==> config.mk <==
export PLATFORM = sky130hd
export DESIGN_NAME = mfos_top
export DESIGN_NICKNAME = d
export VERILOG_FILES = /design/src/hdl/mfos_pkg.sv /design/src/hdl/mfos_freq_if.sv /design/src/hdl/mfos_freq_detect.sv /design/src/hdl/mfos_top.sv
export VERILOG_INCLUDE_DIRS = /design/src /design/src/hdl
export SDC_FILE = /design/constraint.sdc
export NUM_CORES = 1
export LEC_CHECK = 0
export ABC_AREA = 0
export BUFFER_PORTS_ARGS = -buffer_cell sky130_fd_sc_hd__buf_2
export CAP_MARGIN = 20
export CORE_UTILIZATION = 55
export CTS_CLUSTER_DIAMETER = 120
export DETAILED_ROUTE_END_ITERATION = 6
export PLACE_DENSITY = 0.84
export SLEW_MARGIN = 25
export SYNTH_ARGS = -nofsm -noshare
export SYNTH_HDL_FRONTEND = slang
export SYNTH_HIERARCHICAL = 1
export SYNTH_SLANG_ARGS = --single-unit
==> constraint.sdc <==
create_clock -name clk -period 13.8 [get_ports clk]
set_input_delay 0.69 -clock clk [delete_from_list [all_inputs] [get_ports clk]]
set_output_delay 0.69 -clock clk [all_outputs]
set_load 0.02 [all_outputs]
==> src/hdl/mfos_defs.svh <==
// Constants for the multifunction output selector.
`ifndef MFOS_DEFS_SVH
`define MFOS_DEFS_SVH
// ------------------------------------------------------------------
// Frequencies in 0.01 Hz steps
// ------------------------------------------------------------------
`define MFOS_FREQ_MAX 16'h9c40
`define MFOS_LEVEL_DEF 16'h0bb8
`define MFOS_BW_DEF 16'h03e8
// ------------------------------------------------------------------
// Function codes and fault mask bits
// ------------------------------------------------------------------
`define MFOS_CODE_MAX 5'h13
`define MFOS_OC_CODE_DEF 5'h0c
`define MFOS_RELAY_CODE_DEF 5'h11
`define MFOS_MASK_UV 0
`define MFOS_MASK_TRIP 1
`define MFOS_MASK_RESTART 2
`define MFOS_ROUTE_OC 0
`define MFOS_ROUTE_RELAY 1
// ------------------------------------------------------------------
// DC link trip thresholds in volts
// ------------------------------------------------------------------
`define MFOS_OV_200 10'h190
`define MFOS_OV_400 10'h334
`define MFOS_UV_200 10'h0b4
`define MFOS_UV_400 10'h168
// ------------------------------------------------------------------
// Timing
// ------------------------------------------------------------------
`define MFOS_CLK_PS 8000
`define MFOS_SAMPLE_NS 1000
`define MFOS_SAMPLE_CYC ((`MFOS_SAMPLE_NS * 1000 + `MFOS_CLK_PS - 1) / `MFOS_CLK_PS)
`define MFOS_MS_US 1000
`define MFOS_MS_CYC ((`MFOS_MS_US * 1000000) / `MFOS_CLK_PS)
`define MFOS_KEYPAD_TIMEOUT_MS 2000
`endif

==> src/hdl/mfos_pkg.sv <==
// Types shared by the multifunction output selector.
package mfos_pkg;
    typedef enum logic [4:0] {
        FN_MATCH = 5'h00, FN_MATCH_LVL = 5'h01, FN_WINDOW = 5'h02,
        FN_HYST = 5'h03, FN_HYST_INV = 5'h04, FN_MOTOR_OL = 5'h05,
        FN_DRIVE_OL = 5'h06, FN_STALL = 5'h07, FN_OV = 5'h08,
        FN_UV = 5'h09, FN_OVERHEAT = 5'h0a, FN_CMD_LOSS = 5'h0b,
        FN_RUN = 5'h0c, FN_STOP = 5'h0d, FN_CONST = 5'h0e,
        FN_SEARCH = 5'h0f, FN_WAIT_RUN = 5'h10, FN_FAULT = 5'h11,
        FN_FAN = 5'h12, FN_BRAKE = 5'h13
    } mfos_func_t;
    typedef enum logic [0:0] {
        HYST_OFF = 1'b0,
        HYST_ON = 1'b1
    } mfos_hyst_t;
endpackage

==> src/hdl/mfos_freq_if.sv <==
// Carrier between the selector and its frequency detector.
`timescale 1ns/1ps
`default_nettype none
interface mfos_freq_if;
    logic [15:0] freq_cmd;
    logic [15:0] freq_run;
    logic [15:0] level;
    logic [15:0] bandwidth;
    logic accel;
    logic decel;
    logic sample_en;
    logic match;
    logic match_at_level;
    logic window;
    logic hyst;
    logic hyst_inv;
    modport det(input freq_cmd, freq_run, level, bandwidth, accel, decel, sample_en,
        output match, match_at_level, window, hyst, hyst_inv);
    modport user(output freq_cmd, freq_run, level, bandwidth, accel, decel, sample_en,
        input match, match_at_level, window, hyst, hyst_inv);
endinterface
`default_nettype wire

==> src/hdl/mfos_freq_detect.sv <==
// Frequency comparisons for the five detection codes.
`timescale 1ns/1ps
`default_nettype none
module mfos_freq_detect (
    // Clock and reset.
    input wire logic clk,
    input wire logic rst_b,
    // Detector side of the carrier.
    mfos_freq_if.det fif
);
    logic [15:0] half_bw;
    logic [15:0] diff_cmd;
    logic [15:0] diff_lvl;
    logic [15:0] low_edge;
    mfos_pkg::mfos_hyst_t hyst_reg;
    mfos_pkg::mfos_hyst_t hyst_next;

    // Distances and the lower hysteresis edge, floored at zero.
    assign half_bw = fif.bandwidth >> 1;
    assign diff_cmd = (fif.freq_cmd > fif.freq_run) ? fif.freq_cmd - fif.freq_run
                                                   : fif.freq_run - fif.freq_cmd;
    assign diff_lvl = (fif.level > fif.freq_run) ? fif.level - fif.freq_run
                                                : fif.freq_run - fif.level;
    assign low_edge = (fif.level > half_bw) ? fif.level - half_bw : 16'h0000;

    // Window comparisons.
    assign fif.match = (diff_cmd <= half_bw);
    assign fif.match_at_level = fif.match && (fif.freq_cmd == fif.level);
    assign fif.window = (diff_lvl <= half_bw);

    // Hysteresis: set at level when speeding up, kept above low edge when slowing.
    always_comb begin
        hyst_next = hyst_reg;
        if (fif.accel) begin
            hyst_next = (fif.freq_run >= fif.level) ? mfos_pkg::HYST_ON : mfos_pkg::HYST_OFF;
        end else if (fif.decel) begin
            hyst_next = (fif.freq_run > low_edge) ? mfos_pkg::HYST_ON : mfos_pkg::HYST_OFF;
        end
    end

    // The detector state moves only on the control sample.
    always_ff @(posedge clk or negedge rst_b) begin
        if (!rst_b) begin
            hyst_reg <= mfos_pkg::HYST_OFF;
        end else if (fif.sample_en) begin
            hyst_reg <= hyst_next;
        end
    end

    assign fif.hyst = (hyst_reg == mfos_pkg::HYST_ON);
    assign fif.hyst_inv = !fif.hyst;
endmodule // mfos_freq_detect
`default_nettype wire

==> src/hdl/mfos_top.sv <==
// Multifunction output selector: open collector and relay status outputs.
`timescale 1ns/1ps
`default_nettype none
`include "mfos_defs.svh"
module mfos_top #(
    parameter int MS_TICK_CYCLES = `MFOS_MS_CYC,
    parameter int KEYPAD_TIMEOUT_MS = `MFOS_KEYPAD_TIMEOUT_MS
) (
    // Clock and reset.
    input wire logic clk,
    input wire logic rst_b,
    // Frequencies, 0.01 Hz per step.
    input wire logic [15:0] freq_cmd,
    input wire logic [15:0] freq_run,
    input wire logic [15:0] freq_detect_level,
    input wire logic [15:0] freq_detect_bandwidth,
    input wire logic [15:0] max_frequency_limit,
    // Output selection settings.
    input wire logic [4:0] open_collector_function_code,
    input wire logic [4:0] relay_function_code,
    input wire logic [2:0] fault_condition_mask,
    input wire logic [1:0] keypad_error_routing,
    input wire logic [1:0] fan_trip_handling,
    input wire logic brake_enable,
    // Motion state.
    input wire logic run_cmd,
    input wire logic output_active,
    input wire logic accel,
    input wire logic decel,
    input wire logic run_wait,
    // Supply.
    input wire logic [9:0] dc_link_volts,
    input wire logic class_400v,
    // Status from the protection units.
    input wire logic motor_overload_flag,
    input wire logic drive_overload_flag,
    input wire logic stall_flag,
    input wire logic speed_search_flag,
    input wire logic heatsink_overheat_flag,
    input wire logic analog_ref_lost,
    input wire logic rs485_cmd_lost,
    input wire logic other_trip,
    input wire logic restart_exhausted,
    input wire logic fan_trip_alarm,
    input wire logic brake_signal,
    // Keypad serial link health.
    input wire logic keypad_link_ok,
    // Results.
    output logic open_collector_output,
    output logic open_collector_pin_out,
    output logic open_collector_pin_oe_b,
    output logic relay_contact_output,
    output logic keypad_comm_error,
    output logic ov_trip,
    output logic uv_trip,
    output logic [15:0] level_applied,
    output logic [15:0] bandwidth_applied
);
    localparam int SAMPLE_CYC = `MFOS_SAMPLE_CYC;

    // ------------------------------------------------------------------
    // Rate dividers
    // ------------------------------------------------------------------
    logic [7:0] sample_cnt_reg;
    logic [16:0] ms_cnt_reg;
    logic sample_tick;
    logic ms_tick;

    // Control sample enable.
    always_ff @(posedge clk or negedge rst_b) begin
        if (!rst_b) begin
            sample_cnt_reg <= 8'h00;
        end else if (sample_cnt_reg == 8'(SAMPLE_CYC - 1)) begin
            sample_cnt_reg <= 8'h00;
        end else begin
            sample_cnt_reg <= sample_cnt_reg + 8'h01;
        end
    end
    assign sample_tick = (sample_cnt_reg == 8'(SAMPLE_CYC - 1));

    // Millisecond enable for the keypad timeout.
    always_ff @(posedge clk or negedge rst_b) begin
        if (!rst_b) begin
            ms_cnt_reg <= 17'h00000;
        end else if (ms_cnt_reg == 17'(MS_TICK_CYCLES - 1)) begin
            ms_cnt_reg <= 17'h00000;
        end else begin
            ms_cnt_reg <= ms_cnt_reg + 17'h00001;
        end
    end
    assign ms_tick = (ms_cnt_reg == 17'(MS_TICK_CYCLES - 1));

    // ------------------------------------------------------------------
    // Setting limits
    // ------------------------------------------------------------------
    logic [15:0] freq_ceiling;

    // Limit a setting to the lower of the maximum frequency and 400 Hz.
    function automatic logic [15:0] clamp_freq(input logic [15:0] v, input logic [15:0] lim);
        return (v > lim) ? lim : v;
    endfunction

    assign freq_ceiling = (max_frequency_limit > `MFOS_FREQ_MAX) ? `MFOS_FREQ_MAX
                                                                : max_frequency_limit;

    // Applied settings are held in registers so a comparison sees a steady value.
    always_ff @(posedge clk or negedge rst_b) begin
        if (!rst_b) begin
            level_applied <= `MFOS_LEVEL_DEF;
            bandwidth_applied <= `MFOS_BW_DEF;
        end else begin
            level_applied <= clamp_freq(freq_detect_level, freq_ceiling);
            bandwidth_applied <= clamp_freq(freq_detect_bandwidth, freq_ceiling);
        end
    end

    // ------------------------------------------------------------------
    // Frequency detection
    // ------------------------------------------------------------------
    mfos_freq_if fif();

    assign fif.freq_cmd = freq_cmd;
    assign fif.freq_run = freq_run;
    assign fif.level = level_applied;
    assign fif.bandwidth = bandwidth_applied;
    assign fif.accel = accel;
    assign fif.decel = decel;
    assign fif.sample_en = sample_tick;

    mfos_freq_detect u_detect (
        .clk(clk),
        .rst_b(rst_b),
        .fif(fif)
    );

    // ------------------------------------------------------------------
    // DC link trips
    // ------------------------------------------------------------------
    logic ov_now;
    logic uv_now;

    // Thresholds depend on the voltage class.
    assign ov_now = class_400v ? (dc_link_volts > `MFOS_OV_400)
                               : (dc_link_volts > `MFOS_OV_200);
    assign uv_now = class_400v ? (dc_link_volts < `MFOS_UV_400)
                               : (dc_link_volts < `MFOS_UV_200);

    // Trip flags follow the comparison with one cycle of delay.
    always_ff @(posedge clk or negedge rst_b) begin
        if (!rst_b) begin
            ov_trip <= 1'b0;
            uv_trip <= 1'b0;
        end else begin
            ov_trip <= ov_now;
            uv_trip <= uv_now;
        end
    end

    // ------------------------------------------------------------------
    // Keypad link watchdog
    // ------------------------------------------------------------------
    logic [15:0] fail_ms_reg;

    // Count free-running millisecond ticks of uninterrupted link failure.
    always_ff @(posedge clk or negedge rst_b) begin
        if (!rst_b) begin
            fail_ms_reg <= 16'h0000;
        end else if (keypad_link_ok) begin
            fail_ms_reg <= 16'h0000;
        end else if (ms_tick && (fail_ms_reg != 16'(KEYPAD_TIMEOUT_MS))) begin
            fail_ms_reg <= fail_ms_reg + 16'h0001;
        end
    end

    // The error stands while the link stays down past the timeout.
    always_ff @(posedge clk or negedge rst_b) begin
        if (!rst_b) begin
            keypad_comm_error <= 1'b0;
        end else begin
            keypad_comm_error <= !keypad_link_ok
                && (fail_ms_reg == 16'(KEYPAD_TIMEOUT_MS));
        end
    end

    // ------------------------------------------------------------------
    // Function selection
    // ------------------------------------------------------------------
    logic fault_hit;
    logic [4:0] oc_code;
    logic [4:0] relay_code;
    logic oc_next;
    logic relay_next;

    // Each mask bit lets one fault category through.
    assign fault_hit = (fault_condition_mask[`MFOS_MASK_UV] && uv_trip)
        || (fault_condition_mask[`MFOS_MASK_TRIP] && (ov_trip || other_trip))
        || (fault_condition_mask[`MFOS_MASK_RESTART] && restart_exhausted);

    // A code outside the range falls back to the output's default.
    assign oc_code = (open_collector_function_code > `MFOS_CODE_MAX)
        ? `MFOS_OC_CODE_DEF : open_collector_function_code;
    assign relay_code = (relay_function_code > `MFOS_CODE_MAX)
        ? `MFOS_RELAY_CODE_DEF : relay_function_code;

    // Map a function code to the drive condition it reports.
    function automatic logic pick(input logic [4:0] code);
        logic hit;
        hit = 1'b0;
        unique case (mfos_pkg::mfos_func_t'(code))
            mfos_pkg::FN_MATCH: hit = fif.match;
            mfos_pkg::FN_MATCH_LVL: hit = fif.match_at_level;
            mfos_pkg::FN_WINDOW: hit = fif.window;
            mfos_pkg::FN_HYST: hit = fif.hyst;
            mfos_pkg::FN_HYST_INV: hit = fif.hyst_inv;
            mfos_pkg::FN_MOTOR_OL: hit = motor_overload_flag;
            mfos_pkg::FN_DRIVE_OL: hit = drive_overload_flag;
            mfos_pkg::FN_STALL: hit = stall_flag;
            mfos_pkg::FN_OV: hit = ov_trip;
            mfos_pkg::FN_UV: hit = uv_trip;
            mfos_pkg::FN_OVERHEAT: hit = heatsink_overheat_flag;
            mfos_pkg::FN_CMD_LOSS: hit = analog_ref_lost || rs485_cmd_lost;
            mfos_pkg::FN_RUN: hit = run_cmd && output_active;
            mfos_pkg::FN_STOP: hit = !output_active && !run_cmd;
            mfos_pkg::FN_CONST: hit = output_active && !accel && !decel;
            mfos_pkg::FN_SEARCH: hit = speed_search_flag;
            mfos_pkg::FN_WAIT_RUN: hit = run_wait && !run_cmd;
            mfos_pkg::FN_FAULT: hit = fault_hit;
            mfos_pkg::FN_FAN: hit = fan_trip_alarm && (fan_trip_handling == 2'h0);
            mfos_pkg::FN_BRAKE: hit = brake_signal && brake_enable;
            default: hit = 1'b0;
        endcase
        return hit;
    endfunction

    // The keypad error is merged into whichever outputs the routing names.
    always_comb begin
        oc_next = pick(oc_code)
            || (keypad_error_routing[`MFOS_ROUTE_OC] && keypad_comm_error);
        relay_next = pick(relay_code)
            || (keypad_error_routing[`MFOS_ROUTE_RELAY] && keypad_comm_error);
    end

    // ------------------------------------------------------------------
    // Output registers
    // ------------------------------------------------------------------
    // Both outputs are refreshed together on every control sample.
    always_ff @(posedge clk or negedge rst_b) begin
        if (!rst_b) begin
            open_collector_output <= 1'b0;
            relay_contact_output <= 1'b0;
        end else if (sample_tick) begin
            open_collector_output <= oc_next;
            relay_contact_output <= relay_next;
        end
    end

    // The transistor only ever pulls low; enable is low while it conducts.
    assign open_collector_pin_out = 1'b0;
    assign open_collector_pin_oe_b = !open_collector_output;
endmodule // mfos_top
`default_nettype wire

==> metrics.cfg <==
[die]
start_util = 0.5694
die_h_um = 136.5
top_level_ports = 167
die_w_um = 136.5
core.rowCount = 48
core_mm2 = 0.01748
die-area_mm2 = 0.01864

[synth]
synth_fp_nets = 1464
ys_seq_area_frac = 0.2003
postSynth.asyncResetShare = 1.000
synth-main-ff-cell = dfrtp_1
synth-warning-count = 6
synth_area_mm2 = 0.009952
ys_top_cells_by_area = ha_1, dfrtp_1, inv_1, mux2_2, a21oi_1
synth_cell_type_count = 80
synth-seq-cells = 79
synth_most_common_cell = ha_1
synth_commonest_cells = ha_1, inv_1, a21oi_1, nor2_1, nand2_1
avgSynthCellArea_um2 = 8.506
synth-edff-count = 0
syn_inst = 1170
synth_top_area_share = 0.2024
synth_area_leader_cell = ha_1

[timing]
period_share = 0.3925
rsz0062_at_grt = no
setup_tns_ns = 0
finalSetupViolCount = 0
tightestPinTransition_ns = 1.048
timing.fmax_mhz = 184.6
drv_slew = 0
whs_ns = 0.3563
min_period_ns = 5.416
hold_viol = 0
slew_headroom = 0.3014
clock_skew_ns = 0.01600

[global_routing]
gr-total-overflow = 0
antenna_found_initial = 0
grt_first_pass_wirelength_um = 43370
track_usage = 0.2975
grt_max_degree = 80
grt_pass1_vias = 8915

[clocking]
ctsResizeCount = 0
cts_buffers = 9
cts_tree = built
clock_path_buffers = 2
postCtsSetupBuffers = 0
cts_root_buf = clkbuf_16
cts.sinks = 79
path_clk_slew_ns = 0.07
clock_latency_ns = 0.34
ctsHtreeMaxLevel = 3
cts_hold_buf = 0

[critical_path]
rr_worst_depth = 24
critPathRequiredTime_ns = 14.03
timing.rr.start = level_applied[0]
critPathCaptureType = flop
criticalPathCategory = reg2reg
r2r_end = relay_contact_output
start_kind = flop
cp.arrival_ns = 5.65
path_max_fanout = 21
regToRegSetupSlack_ns = 8.38

[route]
routedWlPerCell_um = 17.83
drt-pass1-iter-count = 6
drc = 0
viasPerCell = 6.166
vias = 9521
ant_nets = 0
drtIter0Drc = 694
drt_wl_total_um = 27530

[placement]
io_buffers = 165
post-dp-hpwl_um = 22510
gp_congestion = 0.9704

[power_and_ir_drop]
cellLeakagePower_nw = 5.402
p_sw_frac = 0.4126
power_switching_uw = 463.6
vdd_ir_drop_max_v = 0.00005418
pwr_density_cell_mw_per_mm2 = 100.4
seqPwrFrac = 0.240
p_int_uw = 659.8
clock_power_share = 0.227
p_comb_frac = 0.534

[flow_run]
cap_viol_max_count = 0

[worst_hold_path]
hold_path.class = in2async

[layout]
areaGrowthSynthToFinish_pct = 12.42
n_fill_cell = 1448
nNetsFinal = 1608
largest_register_ffs = 17
post-route-util = 0.6402
drive_gt1_frac = 0.2039
regArea_mm2 = 0.001993
diodes = 0
multiInputGateArea_mm2 = 0.007327

[outcome]
outcome = completed

worst max-delay path: stages (launching register included):
cell and delay [ns]:
dfrtp_1 0.44, inv_1 0.13, ha_1 0.19, inv_1 0.06, fa_1 0.42, a211oi_2 0.21, o21ai_1 0.15, o31ai_1 0.39
a21oi_2 0.09, buf_4 0.25, mux2_4 0.34, o21ai_2 0.15, a21oi_2 0.05, xnor2_1 0.14, ha_1 0.30, a21o_1 0.12
a21o_1 0.13, a21oi_1 0.07, o21ai_0 0.17, a21oi_1 0.06, a21oi_1 0.23, nor2_1 0.10, mux4_2 0.46, mux4_2 0.47
a21o_1 0.17
layout make-up:
| class | count | share of cell area |
|---|---|---|
| inverters | 112 | 0.03758 |
| repair buffers | 167 | 0.07571 |
| clock buffers | 10 | 0.02047 |
| flip-flops and latches | 79 | 0.1781 |
| clock inverters | 6 | 0.008052 |
| multi-input cells | 945 | 0.6549 |
| well taps | 225 | 0.02516 |
power by group through the flow:
stage / clock network, mW / registers (mW) / logic (mW)
global route: 0.270 / 0.271 / 0.657
finish: 0.254 / 0.269 / 0.600
detailed placement: 0 / 0.273 / 0.581
global placement: 0 / 0.273 / 0.566
floorplan: 0 / 0.280 / 0.417
CTS: 0.259 / 0.269 / 0.585
cells by family after synthesis:
| group | Yosys count | share of synthesized area |
|---|---|---|
| compound gates | 285 | 0.1919 |
| buf+inv | 146 | 0.06424 |
| fa+ha+maj | 166 | 0.2125 |
| mux | 64 | 0.07568 |
| flops | 79 | 0.2003 |
| other cells | 1 | 0.0003768 |
| simple gates | 347 | 0.1829 |
| xor+xnor | 82 | 0.07217 |
worst max path at each step:
stage	slack, ns	cells past startpoint	from	to
after detailed placement	8.16	23	freq_run[1]	relay_contact_output
after global placement	8.18	21	freq_cmd[14]	relay_contact_output
final	8.38	24	level_applied[0]	relay_contact_output
after CTS	8.46	24	level_applied[0]	relay_contact_output
after floorplan	9.01	23	freq_run[0]	relay_contact_output
after global routing	8.07	24	level_applied[0]	relay_contact_output
layout by cell type, fill, tap and decap left out, types with 11 or more instances in the layout:
master / synthesis / layout
xor2_1: 39 / 39
xnor2_1: 43 / 43
a21o_1: 39 / 39
mux2i_1: 22 / 22
o21a_1: 11 / 11
a31oi_1: 16 / 16
dfstp_2: 13 / 13
buf_2: 12 / 164
nor2b_1: 23 / 23
inv_1: 112 / 112
ha_1: 161 / 161
nor2_1: 79 / 79
o21ai_0: 48 / 47
nor3_1: 27 / 27
mux2_2: 36 / 36
nand3_1: 30 / 30
nor4_1: 12 / 12
a21oi_1: 79 / 79
and2_1: 12 / 12
dfrtp_1: 66 / 66
nand4_1: 35 / 35
nand2_1: 70 / 70
metrics by stage:
stage                     area, um^2  std cells  worst slack [ns]  power (mW)
after floorplan                 9952       1170             9.008      0.6970
after global placement         10860       1528             8.176      0.8392
after detailed placement       10870       1528             8.161      0.8541
after CTS                      11180       1544             8.464       1.112
after global routing           11190       1544             8.068       1.197
final                          11190       1544             8.384       1.123
per-layer routing:
layer  routed length [um]  vias up  share of wire  global-route usage
li1                     -     4525              -                   -
met1                12040     4450           0.44              0.4010
met2                12510      455           0.45              0.4825
met3                 1967       91          0.071             0.03630
met4                 1013        0          0.037              0.1204
met5                    0        -              0                   0
Note: power is estimated with default switching activity, not from simulation.
